<file path="src/design/chgsf_pkg.sv">
/*
 * Package for the charger status and fault register bank: register
 * addresses, field positions, reset values, bus address and carriers.
 * Assumes nothing beyond a SystemVerilog compiler.
 */
package chgsf_pkg;

  // Register addresses on the serial bus, and the byte read back from unmapped ones
  localparam logic [7:0] CHGSF_ADDR_STATUS = 8'h00;
  localparam logic [7:0] CHGSF_ADDR_FAULT = 8'h01;
  localparam logic [7:0] CHGSF_ADDR_TSCTL = 8'h02;
  localparam logic [7:0] CHGSF_UNMAPPED_DATA = 8'hFF;

  // Seven-bit slave address
  localparam logic [6:0] CHGSF_SLAVE_ADDR = 7'h6A;

  // Status register field positions
  localparam int CHGSF_ST_STATE_HI = 7;
  localparam int CHGSF_ST_STATE_LO = 6;
  localparam int CHGSF_ST_SHIP = 5;
  localparam int CHGSF_ST_RESET = 4;
  localparam int CHGSF_ST_TIMER = 3;
  localparam int CHGSF_ST_DPM = 2;
  localparam int CHGSF_ST_CD = 1;
  localparam int CHGSF_ST_SYS = 0;

  // Fault register field positions
  localparam int CHGSF_FL_INPUT_OVERVOLTAGE_FLAG = 7;
  localparam int CHGSF_FL_INPUT_UNDERVOLTAGE_FLAG = 6;
  localparam int CHGSF_FL_BAT_UV = 5;
  localparam int CHGSF_FL_BAT_OC = 4;

  // Temperature-sense control field positions
  localparam int CHGSF_TS_EN = 7;
  localparam int CHGSF_TS_FAULT_HI = 6;
  localparam int CHGSF_TS_FAULT_LO = 5;

  // Reset values of the writable fields
  localparam logic [3:0] CHGSF_FAULT_MASK_RST = 4'h0;
  localparam logic CHGSF_TS_EN_RST = 1'b1;
  localparam logic [3:0] CHGSF_TS_LOW_RST = 4'h8;

  // Live conditions from the charger core
  typedef struct packed {
    logic [1:0] charge_state;
    logic reset_condition;
    logic timer_expired;
    logic input_dpm_active;
    logic system_switch_state;
    logic input_overvoltage;
    logic input_undervoltage;
    logic battery_undervoltage;
    logic battery_overcurrent;
    logic [1:0] ts_fault;
  } chgsf_cond_t;

  // Byte-level port between the serial engine and the register file
  typedef struct packed {
    logic wr;
    logic rd;
    logic [7:0] addr;
    logic [7:0] data;
  } chgsf_req_t;

  typedef enum logic [1:0] {CHGSF_OP_NONE, CHGSF_OP_WR, CHGSF_OP_RD}
    chgsf_op_t;

endpackage

</file>
<file path="src/design/chgsf_i2c_slave.sv">
/*
 * Two-wire serial slave engine. Turns bus frames into one-cycle register
 * write and read requests and shifts read data out.
 * Assumes scl and sda inputs already pass two flip-flops in the caller,
 * and that the caller returns read data in the cycle after a read pulse.
 */
`timescale 1ns/10ps
module chgsf_i2c_slave
  import chgsf_pkg::*;
(
  input wire logic mclk,
  input wire logic rstn,
  input wire logic ce,
  input wire logic scl_s,
  input wire logic sda_s,
  input wire logic [7:0] rd_data,
  output chgsf_req_t req,
  output logic sda_oe
);

  typedef enum {CHGSF_IDLE, CHGSF_ADR, CHGSF_AACK, CHGSF_REG, CHGSF_RACK,
    CHGSF_WDAT, CHGSF_WACK, CHGSF_RDAT, CHGSF_MACK} chgsf_st_t;

  chgsf_st_t st_q, st_d;
  logic scl_q, sda_q;
  logic [3:0] cnt_q, cnt_d;
  logic [7:0] sh_q, sh_d;
  logic [7:0] ptr_q, ptr_d;
  logic rnw_q, rnw_d;
  logic oe_q, oe_d;
  chgsf_req_t req_q, req_d;

  logic scl_rise, scl_fall, start_c, stop_c;
  assign scl_rise = scl_s & ~scl_q;
  assign scl_fall = ~scl_s & scl_q;
  assign start_c = scl_s & scl_q & sda_q & ~sda_s;
  assign stop_c = scl_s & scl_q & ~sda_q & sda_s;
  assign req = req_q;
  assign sda_oe = oe_q;

  // Frame decode; bits are sampled on the rising edge, driven on falling
  always_comb begin
    st_d = st_q;
    cnt_d = cnt_q;
    sh_d = sh_q;
    ptr_d = ptr_q;
    rnw_d = rnw_q;
    oe_d = oe_q;
    req_d = '0;
    if (start_c) begin
      st_d = CHGSF_ADR;
      cnt_d = 4'h0;
      oe_d = 1'b0;
    end else if (stop_c) begin
      st_d = CHGSF_IDLE;
      oe_d = 1'b0;
    end else begin
      case (st_q)
        CHGSF_ADR, CHGSF_REG, CHGSF_WDAT: begin
          if (scl_rise) begin
            sh_d = {sh_q[6:0], sda_s};
            cnt_d = cnt_q + 4'h1;
          end
          if (scl_fall && cnt_q == 4'h8) begin
            cnt_d = 4'h0;
            if (st_q == CHGSF_ADR) begin
              // Only our own address is acknowledged
              if (sh_q[7:1] == CHGSF_SLAVE_ADDR) begin
                rnw_d = sh_q[0];
                oe_d = 1'b1;
                st_d = CHGSF_AACK;
              end else begin
                st_d = CHGSF_IDLE;
              end
            end else if (st_q == CHGSF_REG) begin
              ptr_d = sh_q;
              oe_d = 1'b1;
              st_d = CHGSF_RACK;
            end else begin
              req_d.wr = 1'b1;
              req_d.addr = ptr_q;
              req_d.data = sh_q;
              oe_d = 1'b1;
              st_d = CHGSF_WACK;
            end
          end
        end
        CHGSF_AACK, CHGSF_RACK, CHGSF_WACK: begin
          if (scl_fall) begin
            oe_d = 1'b0;
            if (st_q == CHGSF_AACK && rnw_q) begin
              req_d.rd = 1'b1;
              req_d.addr = ptr_q;
              st_d = CHGSF_RDAT;
              cnt_d = 4'hE;
            end else begin
              if (st_q == CHGSF_WACK) ptr_d = ptr_q + 8'h01;
              st_d = (st_q == CHGSF_AACK) ? CHGSF_REG : CHGSF_WDAT;
            end
          end
        end
        CHGSF_RDAT: begin
          // Wait out the pulse cycle; the register file latches at its end
          if (cnt_q == 4'hE) begin
            cnt_d = 4'hF;
          end else if (cnt_q == 4'hF) begin
            sh_d = rd_data;
            oe_d = ~rd_data[7];
            cnt_d = 4'h0;
          end else if (scl_fall) begin
            if (cnt_q == 4'h7) begin
              oe_d = 1'b0;
              st_d = CHGSF_MACK;
            end else begin
              sh_d = {sh_q[6:0], 1'b1};
              oe_d = ~sh_q[6];
            end
            cnt_d = cnt_q + 4'h1;
          end
        end
        CHGSF_MACK: begin
          if (scl_rise) rnw_d = ~sda_s;
          if (scl_fall) begin
            if (rnw_q) begin
              ptr_d = ptr_q + 8'h01;
              req_d.rd = 1'b1;
              req_d.addr = ptr_q + 8'h01;
              st_d = CHGSF_RDAT;
              cnt_d = 4'hE;
            end else begin
              st_d = CHGSF_IDLE;
            end
          end
        end
        default: st_d = CHGSF_IDLE;
      endcase
    end
  end

  // State registers
  always_ff @(posedge mclk or negedge rstn) begin
    if (!rstn) begin
      st_q <= CHGSF_IDLE;
      scl_q <= 1'b1;
      sda_q <= 1'b1;
      cnt_q <= 4'h0;
      sh_q <= 8'h00;
      ptr_q <= 8'h00;
      rnw_q <= 1'b0;
      oe_q <= 1'b0;
      req_q <= '0;
    end else if (ce) begin
      st_q <= st_d;
      scl_q <= scl_s;
      sda_q <= sda_s;
      cnt_q <= cnt_d;
      sh_q <= sh_d;
      ptr_q <= ptr_d;
      rnw_q <= rnw_d;
      oe_q <= oe_d;
      req_q <= req_d;
    end
  end

endmodule

</file>
<file path="src/design/chgsf_regs.sv">
/*
 * Charger status and fault register bank behind a two-wire serial slave.
 * Assumes the charger core supplies live conditions on mclk, and that the
 * bus pins arrive asynchronously; the board resolves sda from sda_oe.
 */
`timescale 1ns/10ps
module chgsf_regs
  import chgsf_pkg::*;
(
  input wire logic mclk,
  input wire logic rstn,
  input wire logic ce,
  input wire logic scl_in,
  input wire logic sda_in,
  input wire logic chip_disable_pin,
  input chgsf_cond_t cond,
  output logic sda_out,
  output logic sda_oe,
  output logic ship_mode_request,
  output logic ts_enable,
  output logic [3:0] fault_mask,
  output logic [3:0] ts_low_ctl
);

  // Two-stage synchronisers for the pins
  logic scl_m_q, scl_s_q, sda_m_q, sda_s_q, cd_m_q, cd_s_q, cd_prev_q;

  always_ff @(posedge mclk or negedge rstn) begin
    if (!rstn) begin
      scl_m_q <= 1'b1;
      scl_s_q <= 1'b1;
      sda_m_q <= 1'b1;
      sda_s_q <= 1'b1;
      cd_m_q <= 1'b0;
      cd_s_q <= 1'b0;
      cd_prev_q <= 1'b0;
    end else if (ce) begin
      scl_m_q <= scl_in;
      scl_s_q <= scl_m_q;
      sda_m_q <= sda_in;
      sda_s_q <= sda_m_q;
      cd_m_q <= chip_disable_pin;
      cd_s_q <= cd_m_q;
      cd_prev_q <= cd_s_q;
    end
  end

  chgsf_req_t req;
  logic oe_w;
  logic [7:0] rd_q, rd_d;

  chgsf_i2c_slave chgsf_i2c_slave_inst (
    .mclk(mclk),
    .rstn(rstn),
    .ce(ce),
    .scl_s(scl_s_q),
    .sda_s(sda_s_q),
    .rd_data(rd_q),
    .req(req),
    .sda_oe(oe_w)
  );

  // Address decode shared by the read and write paths
  function automatic chgsf_op_t hit(input chgsf_req_t r,
                                    input logic [7:0] a);
    if (r.wr && r.addr == a) return CHGSF_OP_WR;
    else if (r.rd && r.addr == a) return CHGSF_OP_RD;
    else return CHGSF_OP_NONE;
  endfunction

  // Register state
  logic ship_q, ship_d;
  logic rst_flag_q, rst_flag_d;
  logic timer_q, timer_d;
  logic uv_q, uv_d, uv_prev_q;
  logic oc_q, oc_d, oc_prev_q;
  logic [3:0] mask_q, mask_d;
  logic ts_en_q, ts_en_d;
  logic [3:0] ts_low_q, ts_low_d;
  logic cd_toggle;
  chgsf_op_t op_st, op_fl, op_ts;

  assign cd_toggle = cd_s_q ^ cd_prev_q;

  // Next-state logic; a hardware set always wins over a read clear
  always_comb begin
    op_st = hit(req, CHGSF_ADDR_STATUS);
    op_fl = hit(req, CHGSF_ADDR_FAULT);
    op_ts = hit(req, CHGSF_ADDR_TSCTL);
    ship_d = ship_q;
    mask_d = mask_q;
    ts_en_d = ts_en_q;
    ts_low_d = ts_low_q;
    // Only the writable fields take bus data
    if (op_st == CHGSF_OP_WR) begin
      ship_d = req.data[CHGSF_ST_SHIP];
    end
    if (op_fl == CHGSF_OP_WR) begin
      mask_d = req.data[3:0];
    end
    if (op_ts == CHGSF_OP_WR) begin
      ts_en_d = req.data[CHGSF_TS_EN];
      ts_low_d = req.data[3:0];
    end
    // Reset flag: read clears, criteria set
    rst_flag_d = rst_flag_q;
    if (op_st == CHGSF_OP_RD) rst_flag_d = 1'b0;
    if (cond.reset_condition) rst_flag_d = 1'b1;
    // Timer fault survives reads
    timer_d = timer_q;
    if (cd_toggle) timer_d = 1'b0;
    if (cond.timer_expired) timer_d = 1'b1;
    // Undervoltage shows once per rising event
    uv_d = uv_q;
    if (op_fl == CHGSF_OP_RD) uv_d = 1'b0;
    if (cond.input_undervoltage && !uv_prev_q) uv_d = 1'b1;
    // Overcurrent: set on event, cleared by fault read
    oc_d = oc_q;
    if (op_fl == CHGSF_OP_RD) oc_d = 1'b0;
    if (cond.battery_overcurrent && !oc_prev_q) oc_d = 1'b1;
  end

  // Read data mux, sampled one cycle after the read pulse
  always_comb begin
    rd_d = rd_q;
    if (req.rd) begin
      case (req.addr)
        CHGSF_ADDR_STATUS: begin
          rd_d = 8'h00;
          rd_d[7:6] = cond.charge_state;
          rd_d[CHGSF_ST_SHIP] = 1'b0; // Write-only bit reads 0
          rd_d[CHGSF_ST_RESET] = rst_flag_q;
          rd_d[CHGSF_ST_TIMER] = timer_q;
          rd_d[CHGSF_ST_DPM] = cond.input_dpm_active;
          rd_d[CHGSF_ST_CD] = cd_s_q;
          rd_d[CHGSF_ST_SYS] = cond.system_switch_state;
        end
        CHGSF_ADDR_FAULT: begin
          rd_d[CHGSF_FL_INPUT_OVERVOLTAGE_FLAG] = cond.input_overvoltage;
          rd_d[CHGSF_FL_INPUT_UNDERVOLTAGE_FLAG] = uv_q;
          rd_d[CHGSF_FL_BAT_UV] = cond.battery_undervoltage;
          rd_d[CHGSF_FL_BAT_OC] = oc_q;
          rd_d[3:0] = mask_q;
        end
        CHGSF_ADDR_TSCTL: begin
          rd_d = {ts_en_q, cond.ts_fault, 1'b0, ts_low_q};
        end
        default: rd_d = CHGSF_UNMAPPED_DATA;
      endcase
    end
  end

  // Register file flops; reserved bit 4 of the sensing register reads 0
  always_ff @(posedge mclk or negedge rstn) begin
    if (!rstn) begin
      ship_q <= 1'b0;
      rst_flag_q <= 1'b0;
      timer_q <= 1'b0;
      uv_q <= 1'b0;
      uv_prev_q <= 1'b0;
      oc_q <= 1'b0;
      oc_prev_q <= 1'b0;
      mask_q <= CHGSF_FAULT_MASK_RST;
      ts_en_q <= CHGSF_TS_EN_RST;
      ts_low_q <= CHGSF_TS_LOW_RST;
      rd_q <= 8'h00;
    end else if (ce) begin
      ship_q <= ship_d;
      rst_flag_q <= rst_flag_d;
      timer_q <= timer_d;
      uv_q <= uv_d;
      uv_prev_q <= cond.input_undervoltage;
      oc_q <= oc_d;
      oc_prev_q <= cond.battery_overcurrent;
      mask_q <= mask_d;
      ts_en_q <= ts_en_d;
      ts_low_q <= ts_low_d;
      rd_q <= rd_d;
    end
  end

  // Open-drain: data out is constant low, enable comes from a flop
  always_ff @(posedge mclk or negedge rstn) begin
    if (!rstn) begin
      sda_out <= 1'b0;
      sda_oe <= 1'b0;
    end else if (ce) begin
      sda_out <= 1'b0;
      sda_oe <= oe_w;
    end
  end

  assign ship_mode_request = ship_q;
  assign ts_enable = ts_en_q;
  assign fault_mask = mask_q;
  assign ts_low_ctl = ts_low_q;

endmodule

</file>
<file path="config.mk">
export PLATFORM = sky130hd
export DESIGN_NAME = chgsf_regs
export DESIGN_NICKNAME = d
export VERILOG_FILES = /design/src/design/chgsf_pkg.sv /design/src/design/chgsf_i2c_slave.sv /design/src/design/chgsf_regs.sv
export SDC_FILE = /design/constraint.sdc
export NUM_CORES = 1
export LEC_CHECK = 0
export BUFFER_PORTS_ARGS = -buffer_cell sky130_fd_sc_hd__buf_4
export CORE_ASPECT_RATIO = 1.2
export CORE_MARGIN = 5
export CORE_UTILIZATION = 50
export CTS_CLUSTER_DIAMETER = 200
export DETAILED_ROUTE_END_ITERATION = 10
export HOLD_SLACK_MARGIN = 0.03
export PLACE_DENSITY_LB_ADDON = 0.25
export SLEW_MARGIN = 10
export SYNTH_ARGS = -nofsm -noshare
export SYNTH_HDL_FRONTEND = slang
export SYNTH_SLANG_ARGS = --single-unit
</file>
<file path="constraint.sdc">
create_clock -name mclk -period 3.55 [get_ports mclk]
set_input_delay 0.5325 -clock mclk [delete_from_list [all_inputs] [get_ports mclk]]
set_output_delay 0.5325 -clock mclk [all_outputs]
set_load 0.01 [all_outputs]
</file>
==> Yosys cells after proc, flatten, opt, wreduce, memory -nomap -nowiden <==
Cells that the tools add are included.
{ "op_classes": {"n_bitwise": 16, "add_sub_neg": 2, "n_reduce_logical": 38, "eq_ne": 55, "mux": 89} }
{ "ops": {"columns": ["cell", "n"], "rows": [
  ["2-to-1 mux 32 bit", 11],
  ["equality test 32 x 3 -> 1 bit, second input constant", 6],
  ["one-hot mux 32 bit (4 select lines)", 1],
  ["2-to-1 mux 8 bit", 14],
  ["equality test 32 x 2 -> 1 bit, second input constant", 3],
  ["one-hot mux 8 bit (3 select lines)", 3],
  ["equality test 32 x 4 -> 1 bit, second input constant", 2],
  ["2-to-1 mux 16 bit", 3],
  ["2-to-1 mux 4 bit", 11],
  ["2-to-1 mux 18 bit", 2],
  ["2-to-1 mux 9 bit", 4],
  ["equality test 32 x 1 -> 1 bit, second input constant", 1],
  ["2-to-1 mux 1 bit", 25],
  ["!= test 4 x 1 -> 1 bit, second input constant", 6],
  ["AND reduction 8 bit", 3],
  ["!= test 2 x 1 -> 1 bit, second input constant", 11],
  ["2-to-1 mux 2 bit", 8],
  ["one-hot mux 4 bit (4 select lines)", 1],
  ["one-hot mux 8 bit (2 select lines)", 1],
  ["AND reduction 2 bit", 8],
  ["!= test 3 x 1 -> 1 bit, second input constant", 5],
  ["equality test 4 bit, second input constant", 3],
  ["AND reduction 12 bit", 1],
  ["nonzero test 2 bit", 6],
  ["other kinds (27)", 61]
]} }
{ "totals": {"out_inout_bits": 12, "regBits": 106, "wordCells": 231, "input_bits": 18} }

==> Depth between registers and ports, before layout <==
{ "logic_depth": {"depth_word": 8, "depth_mapped": 8, "ltp_nobuf": 7} }

==> Hierarchy <==
From an unflattened synthesis, not the netlist that was laid out.
{ "unflattened": {"hier_cells": 453, "hier_area_um2": 4485.6} }
{ "modules_own_cells": {"columns": ["module", "instances", "cells_per_inst", "area_per_inst_um2"], "rows": [
  ["chgsf_i2c_slave", 1, 334, 3020.4],
  ["chgsf_regs", 1, 119, 1465.2]
]} }

==> Least setup slack after synthesis <==
Ideal clock, no wire load.
{ "synth_path": {"path_kind": "register -> register", "startpoint": "register sda_s_q", "endpoint": "register chgsf_i2c_slave_inst.ptr_q[7]", "stages_incl_launch_ff": 7, "period_less_slack_ps": 2003, "path_buffers": 1, "setup_slack_ps": 1547, "arrival_time_ps": 1879, "required_ps": 3425, "cell_sequence": "dfstp_2 > clkbuf_1 > xor2_1 > a21oi_1 > o211ai_2 > nor2_2 > mux2_2"} }
{ "synth_between": {"elab_chain_len": 4, "word_cells_on_any_way": 6, "classes_between": "bitwise: 5; reduce/logical: 1"} }
{ "synth_rtl": {"columns": ["item", "line", "text"], "rows": [
  ["start, declared", "chgsf_regs.sv:26", "logic scl_m_q, scl_s_q, sda_m_q, sda_s_q, cd_m_q, cd_s_q, cd_prev_q;"],
  ["start signal, assigned", "chgsf_regs.sv:41", "sda_s_q <= sda_m_q;"],
  ["NOT 1 bit", "chgsf_i2c_slave.sv:36", "assign start_c = scl_s & scl_q & sda_q & ~sda_s;"],
  ["AND 1 bit", "chgsf_i2c_slave.sv:36", null],
  ["NOT 1 bit (no source line)", null, null],
  ["AND reduction 12 bit (no source line) *", null, null],
  ["end signal, assigned", "chgsf_i2c_slave.sv:158", "ptr_q <= ptr_d;"],
  ["end, declared", "chgsf_i2c_slave.sv:28", "logic [7:0] ptr_q, ptr_d;"]
]} }
Mark *: on every way between the ends. The rest lies on a longest branch, timed or not.
A chain may end at the register's enable or synchronous reset.

==> Worst setup path after layout <==
{ "layout_path": {"startpoint": "register chgsf_i2c_slave_inst.scl_q", "endpoint": "register chgsf_i2c_slave_inst.sh_q[0]"} }
{ "layout_between": {"elab_chain_len": 5, "word_cells_on_any_way": 13, "classes_between": "eq/ne: 2; bitwise: 10; reduce/logical: 1"} }
{ "layout_rtl": {"columns": ["item", "line", "text"], "rows": [
  ["start, declared", "chgsf_i2c_slave.sv:25", "logic scl_q, sda_q;"],
  ["start signal, assigned", "chgsf_i2c_slave.sv:154", "scl_q <= scl_s;"],
  ["AND 1 bit", "chgsf_i2c_slave.sv:36, chgsf_i2c_slave.sv:37", null],
  ["AND 1 bit, on equally long branches (2 in a row)", "chgsf_i2c_slave.sv:36, chgsf_i2c_slave.sv:37", null],
  ["NOT 1 bit (no source line)", null, null],
  ["AND reduction 8 bit (no source line) *", null, null],
  ["end signal, assigned", "chgsf_i2c_slave.sv:147", "sh_q <= 8'h00;"],
  ["end signal, assigned", "chgsf_i2c_slave.sv:157", "sh_q <= sh_d;"],
  ["end, declared", "chgsf_i2c_slave.sv:27", "logic [7:0] sh_q, sh_d;"]
]} }
Marks and branches as above.

==> summary.txt <==
Global routing
  • First-pass GRT wire length: around 18 mm
  • Total GRT Usage: 0.211
  • Initial antenna violation count: 0
  • GRT overflow: 0
  • Pin count of the biggest net entering global routing: a little under 80
  • Vias in the first global route: between 3,000 and 4,000

Timing
  • Fmax: about 370 MHz
  • Slew Limit Fails: 0
  • Period utilisation layout: 0.759
  • Actual slew at the worst max-slew pin: 0.963 ns
  • Max transition margin: 0.358
  • Final setup fails: 0
  • Final worst path period need: 2.70 ns
  • Setup TNS Final: 0 ns
  • RSZ-0062 raised after global routing: false
  • Fin Clk Skew: 0.0141 ns
  • Final setup margin: 0.855 ns
  • Final hold violations: 0

Power and ir drop
  • Share of power burned in registers: 0.523
  • P_leak: between 1.5 and 2 nW
  • Int Power: 1.53 mW
  • Net Sw Power: 0.822 mW
  • P per Cell Area: 497 nW/µm²
  • Maximum vdd drop: 0.331 mV
  • Design Power: between 2 and 2.5 mW
  • Sw Share: 0.350
  • Logic pwr share: 0.218
  • Clock Power Share: 0.259

Logic synthesis
  • Synth Area in Compound Gates: 0.213
  • Post-Synthesis Cells: 439
  • Syn_nets: 461
  • XOR/XNOR Fraction of Synth Area: 0.0141
  • Yosys top cell by area: dfrtp_1
  • EDFF count, synth: 0
  • Commonest cells in the netlist: dfrtp_1 (68), mux2_2 (31), a21oi_1 (29), nand2_1 (29)
  • Synth Area in Adders: 0.0115
  • Count leader, synth: dfrtp_1
  • Flops & latches, synth: 76
  • Synth Flop Type: dfrtp_1
  • Synth warn: 0
  • Synth async-reset ratio: 1.00
  • Synth top area share: 0.391
  • Dominant cells by area after synthesis: dfrtp_1 (39%), mux2_2 (8.0%), dfstp_2 (4.8%)
  • Unique cell type count in the Yosys netlist: 71
  • Largest family of logic cells by synthesized area: compound AO/OA/AOI/OAI gates
  • Seq/Total Area, Yosys: 0.440
  • Post-synthesis simple-gate area fraction: 0.166
  • Post-synthesis mux area share: 0.103
  • Cell Area, Synth: 4350 µm²
  • Syn avg cell area: 9.91 µm²

Detailed routing
  • Final routed DRC violation total: 0
  • Pre-antenna DRT Iters: 5
  • Vias after detailed routing: 3,511
  • Routed Antenna Nets: 0
  • Final wirelength: 10.5 mm
  • Vias per cell: 6.13
  • Iter 0 DRT Violations: 272
  • Routed len/inst: 18.3 µm

Final layout
  • Layout cells sized above 1: 0.213
  • ANT cells: 0
  • Layout Nets: 473
  • FF+latch area: 1910 µm²
  • Fillers: 797
  • Layout area overhead: 8.80%
  • Area occupied by multi-input gates: 2210 µm²

Clock network
  • Clock Tree Buf Depth: 2
  • H-Tree Depth: 3
  • CTS Hold Bufs: 0
  • Clk slew on worst S/H paths: 0.08 ns
  • Inserted Clock Buffers: 9
  • Post-CTS Setup Bufs: 0
  • Post-CTS sizing: 0
  • CTS root buffer: clkbuf_8
  • Worst skew pair latency: approximately 0.36 ns
  • TritonCTS clock tree: done
  • Clk sink count: 76

Setup path
  • Crit. End Element: flip-flop
  • Critical path peak fanout: 16
  • Critical path, cell by cell: nor2b_1, nor3b_1, a2111oi_4, o221ai_1, o21ai_0
  • CP max stage cell: a2111oi_4
  • Critical path launch point type: flip-flop
  • Worst setup path startpoint: chgsf_i2c_slave_inst.scl_q$_DFFE_PN1P_
  • Critical R2R Capture: chgsf_i2c_slave_inst.sh_q[0]$_DFFE_PN0P_
  • Worst R2R Start: chgsf_i2c_slave_inst.scl_q$_DFFE_PN1P_
  • Reg2reg path depth: 5
  • R2R setup slack: about 0.85 ns
  • Crit path buffers/inverters: 0
  • Kind of cell adding the most delay to the critical path: compound AO/OA/AOI/OAI gates
  • Critical path class: reg -> reg
  • Arrival time at the worst endpoint: 2.97 ns
  • Crit path largest cell delay: 0.80 ns
  • Critical Path RT: about 3.8 ns

Place
  • RD Place Congestion: 1.01
  • Pre-CTS setup slack: a little over 0.9 ns
  • Post-DP HPWL: 7.24 mm
  • Port Buf Inserts: 28

Floorplanning
  • Starting Density: 0.511
  • Rows: 37
  • Io pins: 30
  • Die Area: 10,700 µm²
  • Die H: between 100 and 150 µm
  • Core area: 8520 µm²
  • Die width: 95.1 µm

Worst hold path
  • Path category of the worst min-delay check: in -> async

Run
  • MaxCap Viol Count: 0

Run status
  • Status: completed
## cell type report
cell class | count | share of cell area
Tap cell | 117 | 0.0309
Clock inverter | 5 | 0.00793
Clock buffer | 11 | 0.0299
Sequential cell | 76 | 0.404
Timing Repair Buffer | 28 | 0.0444
Multi-Input combinational cell | 317 | 0.468
Inverter | 19 | 0.0151
## cells by family after synthesis
| logic type | count (synthesis) |
|---|---|
| adders and majority gates | 4 |
| AOI/OAI and AO/OA | 129 |
| DFF | 76 |
| muxes | 41 |
| and+or+nand+nor | 135 |
| buffers and inverters | 46 |
| other | 1 |
| xor gates and xnor gates | 7 |
## routing by layer
layer  part of all wire  track usage  up-vias
met2               0.49        0.333      127
li1                   -            -     1643
met5                  0            0        -
met3              0.044       0.0416       30
met4              0.031        0.115        0
met1               0.43        0.270     1711
## power groups by stage
stage / combinational [mW] / clock (mW) / sequential, mW
3_5_place_dp: 0.508 / 0 / 1.24
4_1_cts: 0.512 / 0.625 / 1.22
3_3_place_gp: 0.499 / 0 / 1.24
6_report: 0.512 / 0.610 / 1.23
5_1_grt: 0.575 / 0.670 / 1.26
2_1_floorplan: 0.417 / 0 / 1.15
## cells in the final DEF (no fill, tap or decap), types with 3 or more instances in the layout
| cell | count |
|---|---|
| xor2_1 | 4 |
| clkbuf_8 | 10 |
| inv_1 | 19 |
| nand2_1 | 29 |
| and3_1 | 5 |
| o22ai_1 | 8 |
| mux2_2 | 31 |
| and3b_1 | 3 |
| buf_4 | 28 |
| ha_1 | 4 |
| nand3_1 | 25 |
| nor2_1 | 28 |
| o21a_1 | 4 |
| o221ai_1 | 8 |
| nor3_1 | 8 |
| o31ai_1 | 4 |
| dfstp_2 | 8 |
| o21ai_0 | 28 |
| a21oi_1 | 29 |
| mux2i_1 | 10 |
| dfrtp_1 | 68 |
| a2bb2oi_1 | 5 |
| and2_1 | 7 |
| nor2b_1 | 6 |
| a211oi_1 | 5 |
| a32o_1 | 5 |
| xnor2_1 | 3 |
| a22o_1 | 7 |
## registers in the layout, indices dropped and copies added (netlist names), 4 cells and up
name / count
chgsf_i2c_slave_inst.cnt_q: 4
chgsf_i2c_slave_inst.sh_q: 8
fault_mask: 4
rd_q: 8
ts_low_ctl: 4
chgsf_i2c_slave_inst.ptr_q: 8
chgsf_i2c_slave_inst.req: 16
chgsf_i2c_slave_inst.st_q: 4
## metrics by stage
step / utilization / cells / hold slack, ns / cell area [µm²]
finish: 0.556 / 573 / 0.303 / 4730
global route: 0.556 / 573 / 0.383 / 4730
CTS: 0.556 / 573 / 0.344 / 4730
detailed placement: 0.535 / 557 / 0.450 / 4550
global placement: 0.535 / 557 / 0.436 / 4550
floorplan: - / 439 / 0.237 / 4350
## worst reg2reg max path, cell delays in order (launching register included)
cell	delay, ns
dfstp_2	0.61
nor2b_1	0.61
nor3b_1	0.22
a2111oi_4	0.80
o221ai_1	0.25
o21ai_0	0.13
## how the worst max path moves through the flow
| stage | slack (ns) | to | cells after the start |
|---|---|---|---|
| after global placement | 0.99 | chgsf_i2c_slave_inst.sh_q[0]$_DFFE_PN0P_ | 5 |
| after global routing | 0.69 | chgsf_i2c_slave_inst.sh_q[0]$_DFFE_PN0P_ | 5 |
| after floorplan | 1.55 | chgsf_i2c_slave_inst.ptr_q[7]$_DFFE_PN0P_ | 6 |
| final | 0.85 | chgsf_i2c_slave_inst.sh_q[0]$_DFFE_PN0P_ | 5 |
| after CTS | 0.89 | chgsf_i2c_slave_inst.sh_q[0]$_DFFE_PN0P_ | 5 |
| after detailed placement | 0.93 | chgsf_i2c_slave_inst.sh_q[0]$_DFFE_PN0P_ | 5 |
(Power assumes the default switching activity.)
